`src/pkg/sqrt_unit_pkg.sv`:
```
// Shared constants and types of the bit-serial square root unit.
// Assumes one clock domain and a synchronous, active-high reset.
package sqrt_unit_pkg;

    // ======================================================
    // Widths
    localparam int IN_W    = 8;                 // Operand width before alignment
    localparam int INT_W   = (IN_W + 1) / 2;    // Integer root bits
    localparam int FRAC_W  = 4;                 // Most fraction bits
    localparam int ROOT_W  = INT_W + FRAC_W;    // Trial and result width
    localparam int SQ_W    = 2 * ROOT_W;        // Aligned operand width
    localparam int CNT_W   = 8;                 // Term counter width
    localparam int OPSEL_W = 7;

    // ======================================================
    // Control codes and reset values
    localparam logic [OPSEL_W-1:0] OPSEL_SOS  = 7'h35;
    localparam logic [OPSEL_W-1:0] OPSEL_IDLE = 7'h00;
    localparam logic               SUB_ADD    = 1'h0;
    localparam logic               SUB_SUB    = 1'h1;

    // ======================================================
    // Types
    typedef enum logic [1:0] {ST_IDLE, ST_ACCUM, ST_ROOT} state_e;

    typedef struct packed {
        logic [OPSEL_W-1:0] operation_select;
        logic               subtract;
    } dsp_ctrl_s;

endpackage

```
`src/square_mac.sv`:
```
// Square-and-accumulate datapath: acc plus or minus mult squared.
// Assumes the accumulator is twice the width of the multiplicand.
`timescale 1ns/1ps
module square_mac #(
    parameter int ACC_W  = 16,
    parameter int MULT_W = 8
) (
    input  wire logic [ACC_W-1:0]  acc_i,
    input  wire logic [MULT_W-1:0] mult_i,
    input  wire logic              subtract_i,
    output logic      [ACC_W-1:0]  result_o,
    output logic                   negative_o
);

    logic [ACC_W-1:0] factor;
    logic [ACC_W-1:0] square;
    logic [ACC_W:0]   wide;

    // ======================================================
    // Square, then add or subtract with a borrow bit
    assign factor = ACC_W'(mult_i);
    assign square = factor * factor;
    assign wide   = subtract_i ? {1'b0, acc_i} - {1'b0, square}
                               : {1'b0, acc_i} + {1'b0, square};
    assign result_o   = wide[ACC_W-1:0];
    assign negative_o = subtract_i & wide[ACC_W];   // Borrow means negative

endmodule

```
`src/iterative_square_root.sv`:
```
// Bit-serial integer square root with a sum-of-squares front phase.
// Assumes the supplier aligns the operand and holds inputs synchronous.
//
// Contract
// - Root of an N-bit operand is N/2 bits, rounded up, plus fraction.
// - Integer part takes N/2 clocks, then one fraction bit per clock.
// - Start loads operand, or zero in sum-of-squares mode, and sets trial root to only its top bit.
// - Each clock squares the trial and subtracts it from the operand.
// - Sign keeps or clears current trial bit; next lower bit set to one.
// - 8-bit operand: integer part in four clocks, fraction per precision.
// - After eight clocks, upper four bits integer, lower four fraction.
// - Sum-of-squares mode accumulates n terms, then runs the root.
// - Operation select 0110101; add while accumulating, subtract for root.
`timescale 1ns/1ps
module iterative_square_root #(
    parameter int  OPERAND_W  = sqrt_unit_pkg::IN_W,
    parameter int  FRACTION_W = sqrt_unit_pkg::FRAC_W,
    parameter int  TERM_CNT_W = sqrt_unit_pkg::CNT_W,
    localparam int IW         = (OPERAND_W + 1) / 2,
    localparam int RW         = IW + FRACTION_W,
    localparam int SW         = 2 * RW,
    localparam int PW         = $clog2(RW),
    localparam int FW         = $clog2(FRACTION_W + 1)
) (
    input  wire logic                  sys_clk_i,
    input  wire logic                  reset_i,
    input  wire logic                  start_i,
    input  wire logic                  sos_mode_i,
    input  wire logic [FW-1:0]         frac_bits_i,
    input  wire logic [TERM_CNT_W-1:0] term_count_i,
    input  wire logic [SW-1:0]         operand_i,
    input  wire logic [RW-1:0]         term_i,
    output logic                       term_ready_o,
    output logic                       busy_o,
    output logic                       done_o,
    output logic      [RW-1:0]         root_o,
    output sqrt_unit_pkg::dsp_ctrl_s   dsp_ctrl_o
);
    import sqrt_unit_pkg::*;

    state_e                state;
    logic                  sos;
    logic [SW-1:0]         operand;
    logic [RW-1:0]         trial;
    logic [RW-1:0]         next_trial;
    logic [RW-1:0]         result;
    logic [PW-1:0]         bit_pos;
    logic [PW-1:0]         last_pos;
    logic [TERM_CNT_W-1:0] terms_left;
    logic [FW-1:0]         frac_req;
    logic [SW-1:0]         mac_result;
    logic                  diff_neg;
    logic                  accept;
    logic                  last_iter;
    logic                  load_trial;
    logic                  done;

    // ======================================================
    // Sequencing

    // Start only from idle; clamp requested precision
    assign accept     = (state == ST_IDLE) && start_i;
    assign frac_req   = (frac_bits_i > FW'(FRACTION_W)) ? FW'(FRACTION_W) : frac_bits_i;
    assign last_iter  = (bit_pos == last_pos);
    assign load_trial = accept || ((state == ST_ACCUM) && (terms_left == 1));

    // Phase register
    always_ff @(posedge sys_clk_i)
    begin
        if (reset_i)
            state <= ST_IDLE;
        else
            case (state)
                ST_IDLE:
                begin
                    if (start_i)
                        state <= (sos_mode_i && (term_count_i != '0)) ? ST_ACCUM : ST_ROOT;
                end
                ST_ACCUM:
                begin
                    if (terms_left == 1)
                        state <= ST_ROOT;
                end
                ST_ROOT:
                begin
                    if (last_iter)
                        state <= ST_IDLE;
                end
                default: state <= ST_IDLE;
            endcase
    end

    // Mode and precision captured at start
    always_ff @(posedge sys_clk_i)
    begin
        if (reset_i)
        begin
            sos      <= 1'b0;
            last_pos <= '0;
        end
        else if (accept)
        begin
            sos      <= sos_mode_i;
            last_pos <= PW'(FRACTION_W) - PW'(frac_req);
        end
    end

    // Term counter for the accumulate phase
    always_ff @(posedge sys_clk_i)
    begin
        if (reset_i)
            terms_left <= '0;
        else if (accept)
            terms_left <= term_count_i;
        else if (state == ST_ACCUM)
            terms_left <= terms_left - 1'b1;
    end

    // ======================================================
    // Datapath

    // Operand load, or running sum of squares
    always_ff @(posedge sys_clk_i)
    begin
        if (reset_i)
            operand <= '0;
        else if (accept)
            operand <= sos_mode_i ? '0 : operand_i;
        else if (state == ST_ACCUM)
            operand <= mac_result;
    end

    // Shared square, add and subtract stage
    square_mac #(
        .ACC_W  (SW),
        .MULT_W (RW)
    ) u_mac (
        .acc_i      (operand),
        .mult_i     ((state == ST_ACCUM) ? term_i : trial),
        .subtract_i (dsp_ctrl_o.subtract),
        .result_o   (mac_result),
        .negative_o (diff_neg)
    );

    // Decide current bit, seed next lower one
    always_comb
    begin
        next_trial          = trial;
        next_trial[bit_pos] = ~diff_neg;
        if (!last_iter)
            next_trial[bit_pos - 1'b1] = 1'b1;
    end

    // Trial root and bit position
    always_ff @(posedge sys_clk_i)
    begin
        if (reset_i)
        begin
            trial   <= '0;
            bit_pos <= '0;
        end
        else if (load_trial)
        begin
            trial   <= {1'b1, {(RW-1){1'b0}}};
            bit_pos <= PW'(RW - 1);
        end
        else if (state == ST_ROOT)
        begin
            trial <= next_trial;
            if (!last_iter)
                bit_pos <= bit_pos - 1'b1;
        end
    end

    // Result capture and completion pulse
    always_ff @(posedge sys_clk_i)
    begin
        if (reset_i)
        begin
            result <= '0;
            done   <= 1'b0;
        end
        else
        begin
            done <= (state == ST_ROOT) && last_iter;
            if ((state == ST_ROOT) && last_iter)
                result <= next_trial;
        end
    end

    // ======================================================
    // Outputs

    // Control code toward the arithmetic stage
    always_comb
    begin
        dsp_ctrl_o.operation_select = OPSEL_IDLE;
        dsp_ctrl_o.subtract         = SUB_ADD;
        if (state != ST_IDLE)
            dsp_ctrl_o.operation_select = OPSEL_SOS;
        if (state == ST_ROOT)
            dsp_ctrl_o.subtract = SUB_SUB;
    end

    assign term_ready_o = (state == ST_ACCUM);
    assign busy_o       = (state != ST_IDLE);
    assign done_o       = done;
    assign root_o       = result;

    // ======================================================
    // Checks
    logic [SW-1:0]   trial_wide;
    logic [SW-1:0]   trial_sq;
    logic [RW-1:0]   low_mask;
    logic [SW+1:0]   root_wide;
    logic [SW+1:0]   step_wide;

    assign trial_wide = SW'(trial);
    assign trial_sq   = trial_wide * trial_wide;
    assign low_mask   = (RW'(1) << last_pos) - 1'b1;
    assign root_wide  = (SW+2)'(root_o);
    assign step_wide  = root_wide + ((SW+2)'(1) << last_pos);
endmodule

```
`config.mk`:
```
export PLATFORM = sky130hd
export DESIGN_NAME = iterative_square_root
export DESIGN_NICKNAME = d
export VERILOG_FILES = /design/src/pkg/sqrt_unit_pkg.sv /design/src/square_mac.sv /design/src/iterative_square_root.sv
export SDC_FILE = /design/constraint.sdc
export NUM_CORES = 1
export LEC_CHECK = 0
export BUFFER_PORTS_ARGS = -buffer_cell sky130_fd_sc_hd__buf_2
export CORE_UTILIZATION = 30
export CTS_CLUSTER_DIAMETER = 50
export DETAILED_ROUTE_END_ITERATION = 8
export PLACE_DENSITY_LB_ADDON = 0.08
export SLEW_MARGIN = 10
export SYNTH_ARGS = -nofsm -noshare
export SYNTH_HDL_FRONTEND = slang
export SYNTH_SLANG_ARGS = --single-unit
```
`constraint.sdc`:
```
create_clock -name sys_clk_i -period 6.9 [get_ports sys_clk_i]
set_clock_uncertainty 0.1 [all_clocks]
set_input_delay 0.69 -clock sys_clk_i [delete_from_list [all_inputs] [get_ports sys_clk_i]]
set_output_delay 0.69 -clock sys_clk_i [all_outputs]
set_load 0.05 [all_outputs]
```
# Word level (Yosys, flattened, before mapping)
# Index checks and enable logic that the tools add are counted.
# Widths: inputs -> output; s select.
[classes] reduce_logical=15 n_mux=26 n_eq_ne=8 bitwise=3 order_cmp=5 multipliers=1 addsub=5
[ops] cell="$mux 16" count=3
[ops] cell="$mux 8" count=6
[ops] cell="$add 16x16->17" count=1
[ops] cell="$mux 17" count=1
[ops] cell="$sub 16x16->17" count=1
[ops] cell="$mul 8x8->16" count=1
[ops] cell="$mux 3" count=4
[ops] cell="$bwmux 8" count=1
[ops] cell="$eq 8x1->1 const B" count=1
[ops] cell="$lt 3x4->1 const B" count=2
[ops] cell="$mux 2" count=4
[ops] cell="$or 8x8->8" count=1
[ops] cell="$reduce_bool 8->1" count=1
[ops] cell="$sub 8x1->8 const B" count=1
[ops] cell="$demux 1 s3" count=2
[ops] cell="$ge 3x1->1 const B" count=2
[ops] cell="$logic_and 1x1->1" count=6
[ops] cell="$mux 6" count=1
[ops] cell="$pmux 2 s3" count=1
[ops] cell="$reduce_bool 2->1" count=3
[ops] cell="$ne 2x1->1 const B" count=2
[ops] cell="$ne 2x2->1 const B" count=2
[ops] cell="$eq 3x3->1" count=1
[ops] cell="$gt 3x3->1 const B" count=1
[ops] cell="other kinds (12)" count=14
[totals] inputBits=39 output_inout_bits=19 word_cells=72 reg_bits=49

# Longest topological paths before layout
[logic_depth] ltp_word=12 depth_mapped=33 mapped_depth_nobuf=28

# Modules after synthesis
# Synthesis repeated with hierarchy kept, for this count alone.
[hier_totals] cells_unflattened=678 hier_area_um2=5461.5
[modules_own_cells] mod="square_mac" cells_each=340 seq_area_each_um2=0.0 area_per_inst_um2=2748.9 n_inst=1
[modules_own_cells] mod="iterative_square_root" cells_each=338 seq_area_each_um2=980.9 area_per_inst_um2=2712.6 n_inst=1

# Worst setup path before layout
# No wires, ideal clock.
[synth_timing] path_kind="register to register" start="register state[1]" end="register trial[1]" stages_incl_launch_ff=30 period_less_slack_ns=7.351 n_path_buf=5 setup_slack_ns=-0.451 t_required_ns=6.681 t_arrival_ns=7.133 setup_time_ns=0.119 path_cell_list="dfxtp_1 > nand2b_1 > inv_2 > buf_1 > mux2i_1 > clkbuf_1 > nor2_1 > fa_1 > fa_1 > inv_1 > fa_1 > fa_1 > inv_1 > ha_1 > buf_2 > or2_2 > a2bb2oi_1 > nor4_1 > o21a_1 > nand2_1 > xnor2_1 > ha_1 > clkbuf_1 > a21o_1 > a21oi_1 > nand2_1 > a211o_1 > a21boi_1 > buf_2 > o221a_2"
[synth_via] elab_chain_cells=10 elab_cells_between_ends=18 classes_between="2 x add/sub; 1 x mul; 2 x eq/ne; 5 x mux; 3 x bitwise; 5 x reduce/logical"
[synth_lines] element="start: declaration" line_no="iterative_square_root.sv:41" source="state_e state;"
[synth_lines] element="start signal: assignment" line_no="iterative_square_root.sv:77" source="state <= (sos_mode_i && (term_count_i != '0)) ? ST_ACCUM : ST_ROOT;"
[synth_lines] element="$eq 2x1->1" line_no="iterative_square_root.sv:65, iterative_square_root.sv:139"
[synth_lines] element="$mux 8" line_no="iterative_square_root.sv:139" source=".mult_i ((state == ST_ACCUM) ? term_i : trial),"
[synth_lines] element="$mul 8x8->16" line_no="square_mac.sv:22" source="assign square = factor * factor;"
[synth_lines] element="$add 16x16->17 / $sub 16x16->17 (equally long branches)" line_no="square_mac.sv:24, square_mac.sv:23"
[synth_lines] element="$mux 17" line_no="square_mac.sv:23" source="assign wide = subtract_i ? {1'b0, acc_i} - {1'b0, square}"
[synth_lines] element="$and 1x1->1" line_no="square_mac.sv:26" source="assign negative_o = subtract_i & wide[ACC_W];"
[synth_lines] element="$not 1->1" line_no="iterative_square_root.sv:149" source="next_trial[bit_pos] = ~diff_neg;"
[synth_lines] element="$bwmux 8" line_no="iterative_square_root.sv:149"
[synth_lines] element="$or 8x8->8 (no source line)"
[synth_lines] element="$mux 8" line_no="iterative_square_root.sv:150" source="if (!last_iter)"
[synth_lines] element="end signal: assignment" line_no="iterative_square_root.sv:164" source="trial <= {1'b1, {(RW-1){1'b0}}};"
[synth_lines] element="end signal: assignment" line_no="iterative_square_root.sv:169" source="trial <= next_trial;"
[synth_lines] element="end: declaration" line_no="iterative_square_root.sv:44" source="logic [RW-1:0] trial;"
# Several ways; a longest one is shown, not always the timed one.
# A chain may end at the register's enable or synchronous reset.

# Worst setup path after layout
[layout_timing] start="register state[1]" end="register result[0] (netlist: root_o[0])"
[layout_via] elab_chain_cells=10 elab_cells_between_ends=14 classes_between="2 x add/sub; 1 x mul; 2 x eq/ne; 5 x mux; 3 x bitwise; 1 x reduce/logical"
[layout_lines] element="$eq 2x1->1" line_no="iterative_square_root.sv:139"
[layout_lines] element="$mux 8" line_no="iterative_square_root.sv:139"
[layout_lines] element="$mul 8x8->16" line_no="square_mac.sv:22"
[layout_lines] element="$add 16x16->17 / $sub 16x16->17 (equally long branches)" line_no="square_mac.sv:24, square_mac.sv:23"
[layout_lines] element="$mux 17" line_no="square_mac.sv:23"
[layout_lines] element="$and 1x1->1" line_no="square_mac.sv:26"
[layout_lines] element="$not 1->1" line_no="iterative_square_root.sv:149"
[layout_lines] element="$bwmux 8" line_no="iterative_square_root.sv:149"
[layout_lines] element="$or 8x8->8 (no source line)"
[layout_lines] element="$mux 8" line_no="iterative_square_root.sv:150"
[layout_lines] element="end signal: assignment" line_no="iterative_square_root.sv:187" source="result <= next_trial;"
[layout_lines] element="end: declaration" line_no="iterative_square_root.sv:46" source="logic [RW-1:0] result;"
# Several ways; a longest one is shown, not always the timed one.

==> reports/qor.txt <==
Cells after synthesis: 722
Hold Fails Final Rpt: 0
Filler instances: 1818
Final Cell Area: 6910 µm²
Status: finished clean
Syn Area/Cell: 7.53 µm²
Area leader, netlist: dfxtp_1
Post-Syn Area: 5440 µm²
Slew HR: 0.448
Leakage: 3.17 nW
WP data arrival: 6.63 ns
Most used cell, CP: fa_1
Core Region: 17500 µm²
Tot Pwr: 1.69 mW
H-tree levels: 2
Die Wd: 137 µm
Fin crit share: 0.953
Fraction of layout cells with a size suffix above 1: 0.245
Inst Count DP: 1049
Initial Util: 0.311
Dpl cell area: 6470 µm²
Vias: 5460
DR WL/cell: 14.7 µm
Worst vdd rail ir drop: 0.162 mV
# IOs: 58
Pins over their slew limit: 0
Drt total wl: 15700 µm
Final setup viols: 0
Crit Path Category: reg2reg
P per Cell Area: 245 nW/µm²
Crit-path slowest cell: fa_1
Slowest Stage Delay on Critical Path: 0.55 ns
Remaining Overflow, GRT: 0
Critical Path Start Type: flip-flop
Vias in the first global route: 5403
Die area: 18700 µm²
Synth Register Bits: 49
Height of the die: 137 µm
GRT Overall Usage: 0.177
Post-synth top flop: dfxtp_1
Drt pass-1 iters: 5
IO buf count: 54
WHS: 0.385 ns
Worst-margin pin slew: 0.825 ns
CP Capture Type: flip-flop
Fmax: 152 MHz
First-pass GRT wire length: 26400 µm
Clock Tree Buf Depth: 2
Distinct cells, synth: 70
HPWL Detailed: 12500 µm
Top cells by area in the synthesized netlist: dfxtp_1, ha_1, fa_1
Synth top area share: 0.180
Fin cells: 1066
Ys Warns: 0
Largest net degree at the start of global routing: 47
CTS tree: done
RSZ-0062 raised after global routing: true
Min Tclk post-route: 6.57 ns
Worst-path clk slew: 0.07 ns
Min setup slack post-route: 0.326 ns
Nets@finish: 952
Clk sink count: 49
Crit path max fanout: 6
Post-synth EDFFs: 0
Worst skew pair latency: 0.30 ns
Asr flop ratio synth: 0
# rows: 48
Antenna violations before repair: 0
ANT nets after route: 0
Pre-CTS WS: -0.273 ns
Critical Path RT: 6.96 ns
Drc violations: 0
Min-delay worst type: reg2reg
Sequential area share after synthesis: 0.180
TritonCTS Buffers: 5
Area growth syn-to-layout: 27.1%
Antenna diodes: 0
1st-iter DRT viols: 203
GPL Wtd Cong: 0.779
DR vias/cell: 5.12
Max Cap Violations: 0
Clock root cell: clkbuf_16
sequential cells by signal (all words and copies together) (netlist names):
signal / flops
operand: 16
root_o: 8
terms_left: 8
trial: 8
bit_pos: 3
last_pos: 3
state: 2
done_o: 1
per-stage QoR:
stage | util | TNS (ns)
after floorplan | - | 0
after global placement | 0.370 | -2.09
after detailed placement | 0.370 | -3.62
after CTS | 0.384 | 0
after global routing | 0.396 | -0.000419
final | 0.396 | 0
synthesized netlist by cell type (5+ instances only):
| master | instances |
|---|---|
| nand3_1 | 20 |
| nor4_1 | 5 |
| buf_4 | 9 |
| fa_1 | 25 |
| mux2i_1 | 14 |
| inv_1 | 64 |
| or3_1 | 8 |
| nand2_1 | 59 |
| o21ai_0 | 27 |
| dfxtp_1 | 49 |
| nor3_1 | 20 |
| nor2_1 | 85 |
| nor2b_1 | 5 |
| a21oi_1 | 63 |
| ha_1 | 48 |
| xor2_1 | 14 |
| o31ai_1 | 6 |
| nand2b_1 | 9 |
| and3_1 | 11 |
| o21a_1 | 6 |
| o21ai_1 | 12 |
| a211oi_1 | 16 |
| clkbuf_1 | 22 |
| a21o_1 | 12 |
| o211ai_1 | 5 |
| xnor2_1 | 18 |
| a31oi_1 | 13 |
what timing repair did:
action | in CTS | in global routing
hold buffers | 0 | 0
cloned | 0 | 1
setup endpoints to repair | 15 | 20
buffers inserted | 2 | 6
resized for setup | 9 | 37
pin swaps | 1 | 31
hold endpoints to repair | 0 | 0
final cells by class:
cell class	instances	area, µm²	area share
Multi-Input combinational cell	570	4240	0.613
Timing Repair Buffer	147	988	0.143
Sequential cell	49	982	0.142
Tap cell	225	282	0.0407
Inverter	67	256	0.0371
Clock buffer	5	125	0.0181
Clock inverter	3	43.8	0.00633
report_power, final:
group	internal [mW]	leakage (nW)	switching, mW	total, mW
clock	0.172	0.0842	0.117	0.289
combinational	0.475	2.69	0.586	1.06
sequential	0.313	0.402	0.0294	0.343
kinds of logic after synthesis:
logic type,count (synthesis),synth area share
other cells,1,0.000690
mux,15,0.0278
compound gates,200,0.237
fa+ha+maj,73,0.202
buf+inv,105,0.0833
simple gates,247,0.217
flops,49,0.180
xor+xnor,32,0.0515
cells in the final DEF, fill, tap and decap left out, types with 14 or more instances in the layout:
cell / n
a21oi_1: 61
ha_1: 43
a211oi_1: 14
nand2_1: 59
xor2_1: 14
fa_1: 23
nor2_1: 85
nor3_1: 19
buf_2: 54
inv_1: 61
buf_4: 90
nand3_1: 20
xnor2_1: 16
o21ai_0: 26
dfxtp_1: 48
worst paths after layout:
check,from,endpoint,slack [ns],cells past startpoint
worst max-delay path,state[1]$_SDFFE_PP0P_,root_o[0]$_SDFFE_PP0P_,0.33,29
worst min-delay path,root_o[2]$_SDFFE_PP0P_,root_o[2]$_SDFFE_PP0P_,0.38,2
worst max register to register,state[1]$_SDFFE_PP0P_,root_o[0]$_SDFFE_PP0P_,0.33,29
worst min register to register,root_o[2]$_SDFFE_PP0P_,root_o[2]$_SDFFE_PP0P_,0.38,2
layer usage:
layer | share of wire | GRT usage
met1 | 0.46 | 0.225
met2 | 0.49 | 0.314
met3 | 0.031 | 0.0263
met4 | 0.013 | 0.0414
met5 | 0 | 0
critical path, delay by kind of cell (launching register included):
kind / cells / cell delay, ns
fa+ha+maj: 6 / 2.57
compound gates: 7 / 1.17
simple gates: 5 / 0.87
buf+inv: 7 / 0.67
xor+xnor: 2 / 0.40
flops: 1 / 0.33
mux: 2 / 0.32
(Power assumes the default switching activity.)
